`src/shared/stepper_pkg.sv`:
```
// Package for the step sequencer and chop synchronisation block
package stepper_pkg;

    // ------------------------------------------------------------
    // Sequence and mode encoding
    // ------------------------------------------------------------
    localparam int unsigned STEP_W     = 5;
    localparam logic [4:0]  HOME_STEP  = 5'h00;
    localparam logic [4:0]  STEP_MASK  = 5'h1F;
    localparam int unsigned RATIO_W    = 8;
    localparam int unsigned VREF_W     = 8;
    localparam int unsigned TRIP_W     = 8;
    localparam int unsigned TRIP_DIV   = 3;

    // Trip ratio per eighth step of a quarter wave, entry 0 is full scale
    localparam logic [7:0][RATIO_W-1:0] RATIO_TAB = {
        8'h32, 8'h62, 8'h8E, 8'hB4, 8'hD4, 8'hEC, 8'hFA, 8'hFF
    };

    // Stepping modes: full, half, quarter, eighth
    typedef enum logic [1:0] {
        MODE_FULL    = 2'h0,
        MODE_HALF    = 2'h1,
        MODE_QUARTER = 2'h2,
        MODE_EIGHTH  = 2'h3
    } step_mode_e;

    // Step increments per mode, in eighth-step units
    localparam logic [4:0] INC_FULL    = 5'h08;
    localparam logic [4:0] INC_HALF    = 5'h04;
    localparam logic [4:0] INC_QUARTER = 5'h02;
    localparam logic [4:0] INC_EIGHTH  = 5'h01;

    // ------------------------------------------------------------
    // Timing
    // ------------------------------------------------------------
    localparam int unsigned CLK_MHZ        = 100;
    localparam int unsigned OFF_TIME_NS    = 10000;
    localparam int unsigned OFF_CYCLES     = OFF_TIME_NS * CLK_MHZ / 1000;
    localparam int unsigned OFF_W          = 10;
    localparam int unsigned SYNC_TMO_US    = 10000;
    localparam int unsigned SYNC_TMO_CYC   = SYNC_TMO_US * CLK_MHZ;
    localparam int unsigned SYNC_W         = 24;

    // ------------------------------------------------------------
    // Carriers
    // ------------------------------------------------------------
    typedef struct packed {
        logic       step_clk;
        logic       seq_reset;
        logic       sync_sel;
        logic       sync_from_clk;
        logic       dir_ccw;
        step_mode_e mode;
        logic       full_disable;
        logic       ref_sleep;
    } ctrl_in_s;

    typedef struct packed {
        logic [3:0]        phase_on;
        logic [TRIP_W-1:0] trip_a;
        logic [TRIP_W-1:0] trip_b;
    } drive_out_s;

endpackage : stepper_pkg

```
`src/verilog/pwm_chopper.sv`:
```
// Fixed off-time chopper for one coil pair
`timescale 1ns/1ps
module pwm_chopper
    import stepper_pkg::*;
(
    input  wire logic sys_clk,
    input  wire logic rst_n,
    input  wire logic clk_en,
    input  wire logic enable,
    input  wire logic trip,
    input  wire logic sync_start,
    output logic      pwm_on,
    output logic      off_done
);

    logic [OFF_W-1:0] off_cnt;

    // [RQ15] Off-time after trip
    always_ff @(posedge sys_clk or negedge rst_n)
    begin
        if (!rst_n)
        begin
            pwm_on  <= 1'b0;
            off_cnt <= '0;
        end
        else if (clk_en)
        begin
            if (!enable)
            begin
                pwm_on  <= 1'b0;
                off_cnt <= '0;
            end
            else if (pwm_on)
            begin
                if (trip)
                begin
                    pwm_on  <= 1'b0;
                    off_cnt <= OFF_W'(OFF_CYCLES - 1);
                end
            end
            else if (off_cnt != '0)
                off_cnt <= off_cnt - OFF_W'(1);
            // [RQ8] Restart only on the shared start
            else if (sync_start)
                pwm_on <= 1'b1;
        end
    end

    // Off-time spent; parent builds the shared start from this
    assign off_done = !pwm_on && (off_cnt == '0);

    AST_OFF_TIME: assert property ( // [RQ15]
        @(posedge sys_clk) disable iff (!rst_n)
        clk_en && enable && pwm_on && trip |=> !pwm_on)
        else $error("chopper did not turn off on trip");

endmodule : pwm_chopper

```
`src/verilog/stepper_seq.sv`:
```
// Step sequencer with chop synchronisation and trip reference
// Behaviour
// [RQ1] Power-on reset initialises the sequencer with no outside action.
// [RQ2] After initialisation the drive sits at the home excitation step.
// [RQ3] Sequencer reset input returns the sequence to home.
// [RQ4] Controller ties sequencer reset low when unused.
// [RQ5] No step-clock edges: the present step is held.
// [RQ6] Hold is the same for a low or high idle clock level.
// [RQ7] Each rising step-clock edge advances one mode increment.
// [RQ8] Chop sync select high enables synchronised chopping.
// [RQ9] Controller keeps chop sync off while stepping.
// [RQ10] Controller enables sync only at steps 8, F or single hold.
// [RQ11] Step clock high clears the derived sync, normal chopping.
// [RQ12] Clock low beyond timeout raises derived sync.
// [RQ13] Controller picks the timeout from its lowest step rate.
// [RQ14] Controller inverts a clock that parks high; the model does not invert it, it clears sync_from_clk before idling high.
// [RQ15] Self-oscillating PWM: on until trip, then fixed off-time.
// [RQ16] Trip reference is one third of reference times step ratio.
// [RQ17] Full disable holds sequencer; reference sleep keeps it running.
// [RQ18] Controller waits 100 us after disable before stepping.
// [RQ19] Derived sync uses a counter cleared while clock high.
`timescale 1ns/1ps
module stepper_seq
    import stepper_pkg::*;
#(
    parameter int unsigned SYNC_TIMEOUT = SYNC_TMO_CYC
)
(
    input  wire logic              sys_clk,
    input  wire logic              rst_n,
    input  wire logic              clk_en,
    input  wire ctrl_in_s          ctrl,
    input  wire logic [VREF_W-1:0] vref,
    input  wire logic [1:0]        coil_trip,
    output drive_out_s             drive,
    output logic [STEP_W-1:0]      step_pos,
    output logic                   sync_active
);

    // ------------------------------------------------------------
    // Ratio table, one entry per eighth step of a quarter wave
    // ------------------------------------------------------------
    function automatic logic [RATIO_W-1:0] ratio_of(
        input logic [2:0] idx
    );
        return RATIO_TAB[idx];
    endfunction : ratio_of

    function automatic logic [TRIP_W-1:0] trip_of(
        input logic [VREF_W-1:0]  v,
        input logic [RATIO_W-1:0] r
    );
        logic [VREF_W+RATIO_W-1:0] prod;
        prod = (v * r) / (VREF_W+RATIO_W)'(TRIP_DIV);
        return prod[VREF_W+RATIO_W-1:RATIO_W];
    endfunction : trip_of

    // ------------------------------------------------------------
    // Edge detection on the step clock
    // ------------------------------------------------------------
    logic clk_prev;
    logic armed;
    logic rise;

    // [RQ6] Level only stored
    // First cycle after reset only learns the level: a clock parked
    // high must not look like an edge
    always_ff @(posedge sys_clk or negedge rst_n)
    begin
        if (!rst_n)
        begin
            clk_prev <= 1'b0;
            armed    <= 1'b0;
        end
        else if (clk_en)
        begin
            clk_prev <= ctrl.step_clk;
            armed    <= 1'b1;
        end
    end

    assign rise = armed && ctrl.step_clk && !clk_prev;

    // ------------------------------------------------------------
    // Sequencer
    // ------------------------------------------------------------
    logic [4:0] inc;
    logic [4:0] next_step;

    always_comb
    begin
        unique case (ctrl.mode)
            MODE_FULL:    inc = INC_FULL;
            MODE_HALF:    inc = INC_HALF;
            MODE_QUARTER: inc = INC_QUARTER;
            MODE_EIGHTH:  inc = INC_EIGHTH;
        endcase
        next_step = ctrl.dir_ccw ? (step_pos - inc) & STEP_MASK
                                 : (step_pos + inc) & STEP_MASK;
    end

    // [RQ1] [RQ2] [RQ3] Home on reset
    always_ff @(posedge sys_clk or negedge rst_n)
    begin
        if (!rst_n)
            step_pos <= HOME_STEP;
        else if (clk_en)
        begin
            if (ctrl.seq_reset)
                step_pos <= HOME_STEP;
            // [RQ7] [RQ17] Advance unless disabled
            else if (rise && !ctrl.full_disable)
                step_pos <= next_step;
            // [RQ5] Otherwise hold
        end
    end

    // ------------------------------------------------------------
    // Chop synchronisation
    // ------------------------------------------------------------
    logic [SYNC_W-1:0] low_cnt;
    logic              derived_sync;

    // [RQ19] [RQ11] Counter cleared while clock high
    always_ff @(posedge sys_clk or negedge rst_n)
    begin
        if (!rst_n)
        begin
            low_cnt      <= '0;
            derived_sync <= 1'b0;
        end
        else if (clk_en)
        begin
            if (ctrl.step_clk)
            begin
                low_cnt      <= '0;
                derived_sync <= 1'b0;
            end
            // [RQ12] Timeout raises sync
            else if (low_cnt >= SYNC_W'(SYNC_TIMEOUT - 1))
                derived_sync <= 1'b1;
            else
                low_cnt <= low_cnt + SYNC_W'(1);
        end
    end

    // [RQ8] Select or derived sync
    always_ff @(posedge sys_clk or negedge rst_n)
    begin
        if (!rst_n)
            sync_active <= 1'b0;
        else if (clk_en)
            sync_active <= ctrl.sync_from_clk ? derived_sync : ctrl.sync_sel;
    end

    // ------------------------------------------------------------
    // Phase and trip reference
    // ------------------------------------------------------------
    logic [2:0] idx_a;
    logic [2:0] idx_b;
    logic       quad_odd;
    logic [1:0] quad;
    logic       run;
    logic [1:0] pwm_on;
    logic [1:0] restart;
    logic       all_done;

    logic [TRIP_W-1:0] trip_a;
    logic [TRIP_W-1:0] trip_b;
    logic [3:0]        phase_on;

    assign drive = '{phase_on: phase_on, trip_a: trip_a, trip_b: trip_b};

    assign quad     = step_pos[4:3];
    assign quad_odd = quad[0];
    assign idx_a    = quad_odd ? ~step_pos[2:0] : step_pos[2:0];
    assign idx_b    = quad_odd ? step_pos[2:0] : ~step_pos[2:0];
    // Reference sleep and full disable both coast the outputs
    assign run      = !ctrl.full_disable && !ctrl.ref_sleep;

    // [RQ16] Trip per step
    always_ff @(posedge sys_clk or negedge rst_n)
    begin
        if (!rst_n)
        begin
            trip_a <= '0;
            trip_b <= '0;
        end
        else if (clk_en)
        begin
            trip_a <= trip_of(vref, ratio_of(idx_a));
            trip_b <= trip_of(vref, ratio_of(idx_b));
        end
    end

    // Shared restart when synchronised, so both phases chop together
    // A coil that never trips keeps the other one off while synchronised
    assign all_done = &restart;

    genvar g;
    generate
        for (g = 0; g < 2; g++)
        begin : g_coil
            pwm_chopper u_chop (
                .sys_clk    (sys_clk),
                .rst_n      (rst_n),
                .clk_en     (clk_en),
                .enable     (run),
                .trip       (coil_trip[g]),
                .sync_start (sync_active ? all_done : 1'b1),
                .pwm_on     (pwm_on[g]),
                .off_done   (restart[g])
            );
        end
    endgenerate

    // [RQ15] Drive phases from PWM state
    always_ff @(posedge sys_clk or negedge rst_n)
    begin
        if (!rst_n)
            phase_on <= '0;
        else if (clk_en)
        begin
            phase_on[0] <= pwm_on[0] && !quad[1];
            phase_on[1] <= pwm_on[0] && quad[1];
            phase_on[2] <= pwm_on[1] && (quad == 2'h1 || quad == 2'h2);
            phase_on[3] <= pwm_on[1] && !(quad == 2'h1 || quad == 2'h2);
        end
    end

    // ------------------------------------------------------------
    // Checks
    // ------------------------------------------------------------
    AST_RESET_HOME: assert property ( // [RQ3]
        @(posedge sys_clk) disable iff (!rst_n)
        clk_en && ctrl.seq_reset |=> step_pos == HOME_STEP)
        else $error("sequence reset did not return home");

    AST_HOLD: assert property ( // [RQ5]
        @(posedge sys_clk) disable iff (!rst_n)
        clk_en && !ctrl.seq_reset && !rise |=> $stable(step_pos))
        else $error("step moved without a rising edge");

    AST_ADVANCE: assert property ( // [RQ7]
        @(posedge sys_clk) disable iff (!rst_n)
        clk_en && rise && !ctrl.seq_reset && !ctrl.full_disable
        |=> step_pos == $past(next_step))
        else $error("step did not advance one increment");

    AST_DISABLE_HOLD: assert property ( // [RQ17]
        @(posedge sys_clk) disable iff (!rst_n)
        clk_en && ctrl.full_disable && !ctrl.seq_reset
        |=> $stable(step_pos))
        else $error("sequencer moved in full disable");

    AST_SYNC_CLEAR: assert property ( // [RQ11]
        @(posedge sys_clk) disable iff (!rst_n)
        clk_en && ctrl.step_clk |=> !derived_sync && low_cnt == '0)
        else $error("derived sync not cleared by high clock");

    AST_SYNC_SEL: assert property ( // [RQ8]
        @(posedge sys_clk) disable iff (!rst_n)
        clk_en && !ctrl.sync_from_clk
        |=> sync_active == $past(ctrl.sync_sel))
        else $error("sync select not followed");

    AST_SYNC_RISE: assert property ( // [RQ12]
        @(posedge sys_clk) disable iff (!rst_n)
        clk_en && !ctrl.step_clk && low_cnt >= SYNC_W'(SYNC_TIMEOUT - 1)
        |=> derived_sync)
        else $error("derived sync did not rise after timeout");

    AST_TRIP: assert property ( // [RQ16]
        @(posedge sys_clk) disable iff (!rst_n)
        clk_en
        |=> drive.trip_a == trip_of($past(vref), ratio_of($past(idx_a))))
        else $error("trip reference mismatch");

endmodule : stepper_seq

```
`config.mk`:
```
export PLATFORM = sky130hd
export DESIGN_NAME = stepper_seq
export DESIGN_NICKNAME = d
export VERILOG_FILES = /design/src/shared/stepper_pkg.sv /design/src/verilog/pwm_chopper.sv /design/src/verilog/stepper_seq.sv
export SDC_FILE = /design/constraint.sdc
export NUM_CORES = 1
export LEC_CHECK = 0
export CORE_ASPECT_RATIO = 0.75
export CORE_UTILIZATION = 45
export CTS_CLUSTER_DIAMETER = 150
export CTS_CLUSTER_SIZE = 14
export DETAILED_ROUTE_END_ITERATION = 6
export DONT_BUFFER_PORTS = 1
export HOLD_SLACK_MARGIN = 0.15
export PLACE_DENSITY_LB_ADDON = 0.2
export SYNTH_ARGS = -nofsm -noshare
export SYNTH_HDL_FRONTEND = slang
export SYNTH_SLANG_ARGS = --single-unit
export TNS_END_PERCENT = 5
```
`constraint.sdc`:
```
create_clock -name sys_clk -period 7 [get_ports sys_clk]
set_input_delay 0.35 -clock sys_clk [delete_from_list [all_inputs] [get_ports sys_clk]]
set_output_delay 0.35 -clock sys_clk [all_outputs]
set_load 0.05 [all_outputs]
```
==> out/summary.txt <==
Finished Core Util -> 0.517
Die height -> 126 um
Die ar. -> 21000 um^2
Critical path endpoint category -> flip-flop
Status -> finished, final reports clean
CP max-delay cell -> fa_1
DRT Wirelength -> 20300 um
Final Instance Area -> 10200 um^2
Row cnt -> 44
Clk sink count -> 73
Top_reg_cell synth -> dfrtp_1
Layout fillers -> 1849
First-pass GRT wire length -> 35300 um
TritonCTS Buffers -> 9
Worst slew pin tran -> 926 ps
Initial antenna violation count -> 0
Vias -> 7590
DRC -> 0
Congestion Overflow GR -> 0
Critical Path Start Type -> flip-flop
Mapped Cells -> 1114
DRT Pass-1 Iters -> 4
DR WL/cell -> 14.7 um
Drt initial violations -> 472
N_diodes -> 0
RSZ-0062 raised after global routing -> true
Clock Latency Late Sink -> 340 ps
Max H-tree Level -> 3
CP Buf/Inv Count -> 4
YS warnings -> 0
Number of global-route vias before repair -> 7172
Detailed Place HPWL -> 15100 um
Max cap viols -> 0
Category of the most critical setup path -> reg -> reg
Clock Tree Buf Depth -> 2
Syn_area_per_cell -> 8.26 um^2
CP Max Fanout -> 8
Period minus WS final -> 6750 ps
Synth top area share -> 0.199
CP required -> 7210 ps
Slowest Stage Delay on Critical Path -> 540 ps
Gr usage total -> 0.201
Vias/cell -> 5.49
Synth Cell Area -> 9200 um^2
Max Freq -> 148 MHz
Distinct cells, synth -> 75
Final Hold Vio Count -> 0
I/O Pins -> 48
Crit share post-route -> 0.965
Slew Limit Headroom -> 0.383
# nets final -> 1303
Async S/R FF share, synth -> 1.00
Setup violations, final -> 0
Synth top cells by count -> inv_1, nor2_1, ha_1, nand2_1, and2_1
Clock-pin slew on the worst setup and hold paths -> 50 ps
CORE AREA -> 19700 um^2
Synth Register Bits -> 73
Pin count of the biggest net entering global routing -> 74
Max Slew Vio Count -> 0
Detail Route Antenna Nets -> 0
Placed inst area -> 9570 um^2
CTS tree -> built
Root Driver -> clkbuf_16
Port Buffer Count -> 0
Die Span X -> 167 um
CP Cell Sequence -> xor2_2 -> inv_1 -> ha_2 -> maj3_1 -> a21oi_4 -> and2_1 -> fa_1 -> fa_1 -> fa_1 -> inv_1 -> fa_1 -> inv_1 -> ha_1 -> a21o_1 -> a2111oi_1 -> o21ai_1 -> o311ai_1 -> xor2_1 -> clkbuf_16 -> mux2i_4 -> a221oi_1 -> a2111oi_2 -> o22ai_1 -> or3_1
Clock skew -> 6.95 ps
Share of layout cells above drive strength 1 -> 0.0903
CP most frequent cell -> fa_1
Register area share after synthesis -> 0.199
Worst hold path type -> in -> reg
EDFF count, synth -> 0
Initial Utilization -> 0.467
Crit path max-delay family -> adder cells
P&R area growth vs syn -> 10.7%
Ranking of synthesized cells by area -> dfrtp_1, fa_1, ha_1, and2_1, inv_1
Final GP Congestion -> 0.913
Data arrival, critical path -> 6960 ps
Leading area contributor after synthesis -> dfrtp_1
Most frequent cell after synthesis -> inv_1
[through the flow]
stage               TNS [ps]  worst slack (ps)  hold WS [ps]  instances
floorplan              -4.24             -4.24          54.4       1115
global placement           0               242          55.6       1354
detailed placement         0              37.8          55.8       1354
CTS                        0              14.9           155       1375
global route            -112              -112           171       1383
finish                     0               246           160       1383
[worst paths after layout]
check	start	endpoint	slack [ps]	cells after the start
min	clk_en	phase_on[3]	160	2
max	step_pos[3]	trip_a[0]	250	24
min in group asynchronous	rst_n	g_coil[0].u_chop.off_cnt[5]	550	2
min reg2reg	armed	armed	470	1
max in group asynchronous	rst_n	step_pos[1]	6130	2
max reg2reg	step_pos[3]	trip_a[0]	250	24
[sequential cells by signal, indices dropped and copies added, names as in the netlist]
signal / cells
armed: 1
clk_prev: 1
derived_sync: 1
g_coil.u_chop.off_cnt: 20
g_coil.u_chop.pwm_on: 2
low_cnt: 24
phase_on: 4
step_pos: 5
sync_active: 1
trip_a: 7
trip_b: 7
[metal layers]
metal  GRT usage  up-vias  share of wire
li1            -     3807              -
met1       0.297     3635           0.51
met2       0.317      133           0.45
met3      0.0255       15          0.033
met4      0.0310        0         0.0087
met5           0        -              0
[area by class of cell]
class,count,area (um^2),share of cell area
multi-input combinational,878,6910,0.679
sequential,73,1830,0.180
inverter,121,458,0.0450
timing repair buffer,42,379,0.0372
tap,253,317,0.0311
clock buffer,13,250,0.0246
clock inverter,3,40.0,0.00393
[worst register-to-register path: stages (launching register included)]
cell	delay (ps)
dfrtp_2	450
xor2_2	230
inv_1	80
ha_2	220
maj3_1	400
a21oi_4	220
and2_1	170
fa_1	440
fa_1	470
fa_1	540
inv_1	50
fa_1	520
inv_1	40
ha_1	250
a21o_1	180
a2111oi_1	360
o21ai_1	120
o311ai_1	100
xor2_1	310
clkbuf_16	220
mux2i_4	250
a221oi_1	130
a2111oi_2	400
o22ai_1	110
or3_1	370
[timing repair]
action | CTS | global route
hold endpoints to repair | 90 | 0
hold buffers | 5 | 0
setup buffers | 0 | 7
resized for setup | 0 | 34
endpoints found under the setup margin | 0 | 9
[placed cells by master, fill, tap and decap left out, types with 7 or more instances in the layout]
cell	n
nor2_1	93
a21o_1	7
dfrtp_1	71
nor2b_1	39
or2_2	9
mux2_2	7
nand3_1	38
and2_1	75
a21oi_1	60
o31ai_1	8
nor3_1	29
inv_1	119
or3_1	10
xnor2_1	14
o21ai_0	56
clkbuf_16	10
fa_1	73
o211ai_1	12
o21ai_1	7
xor2_1	19
a31oi_1	13
nand2_1	77
and3_1	23
ha_1	82
mux2i_1	8
nand2b_1	8
buf_4	34
[cells by family after synthesis]
logic type	synth area share
DFF	0.199
adders and majority gates	0.274
and+or+nand+nor	0.236
AOI/OAI and AO/OA	0.160
buffers and inverters	0.0691
muxes	0.0195
xor gates and xnor gates	0.0424
other	0.000408
Power is not shown: default switching activity piles up to over one toggle a cycle in this logic, so the estimate is an artifact.
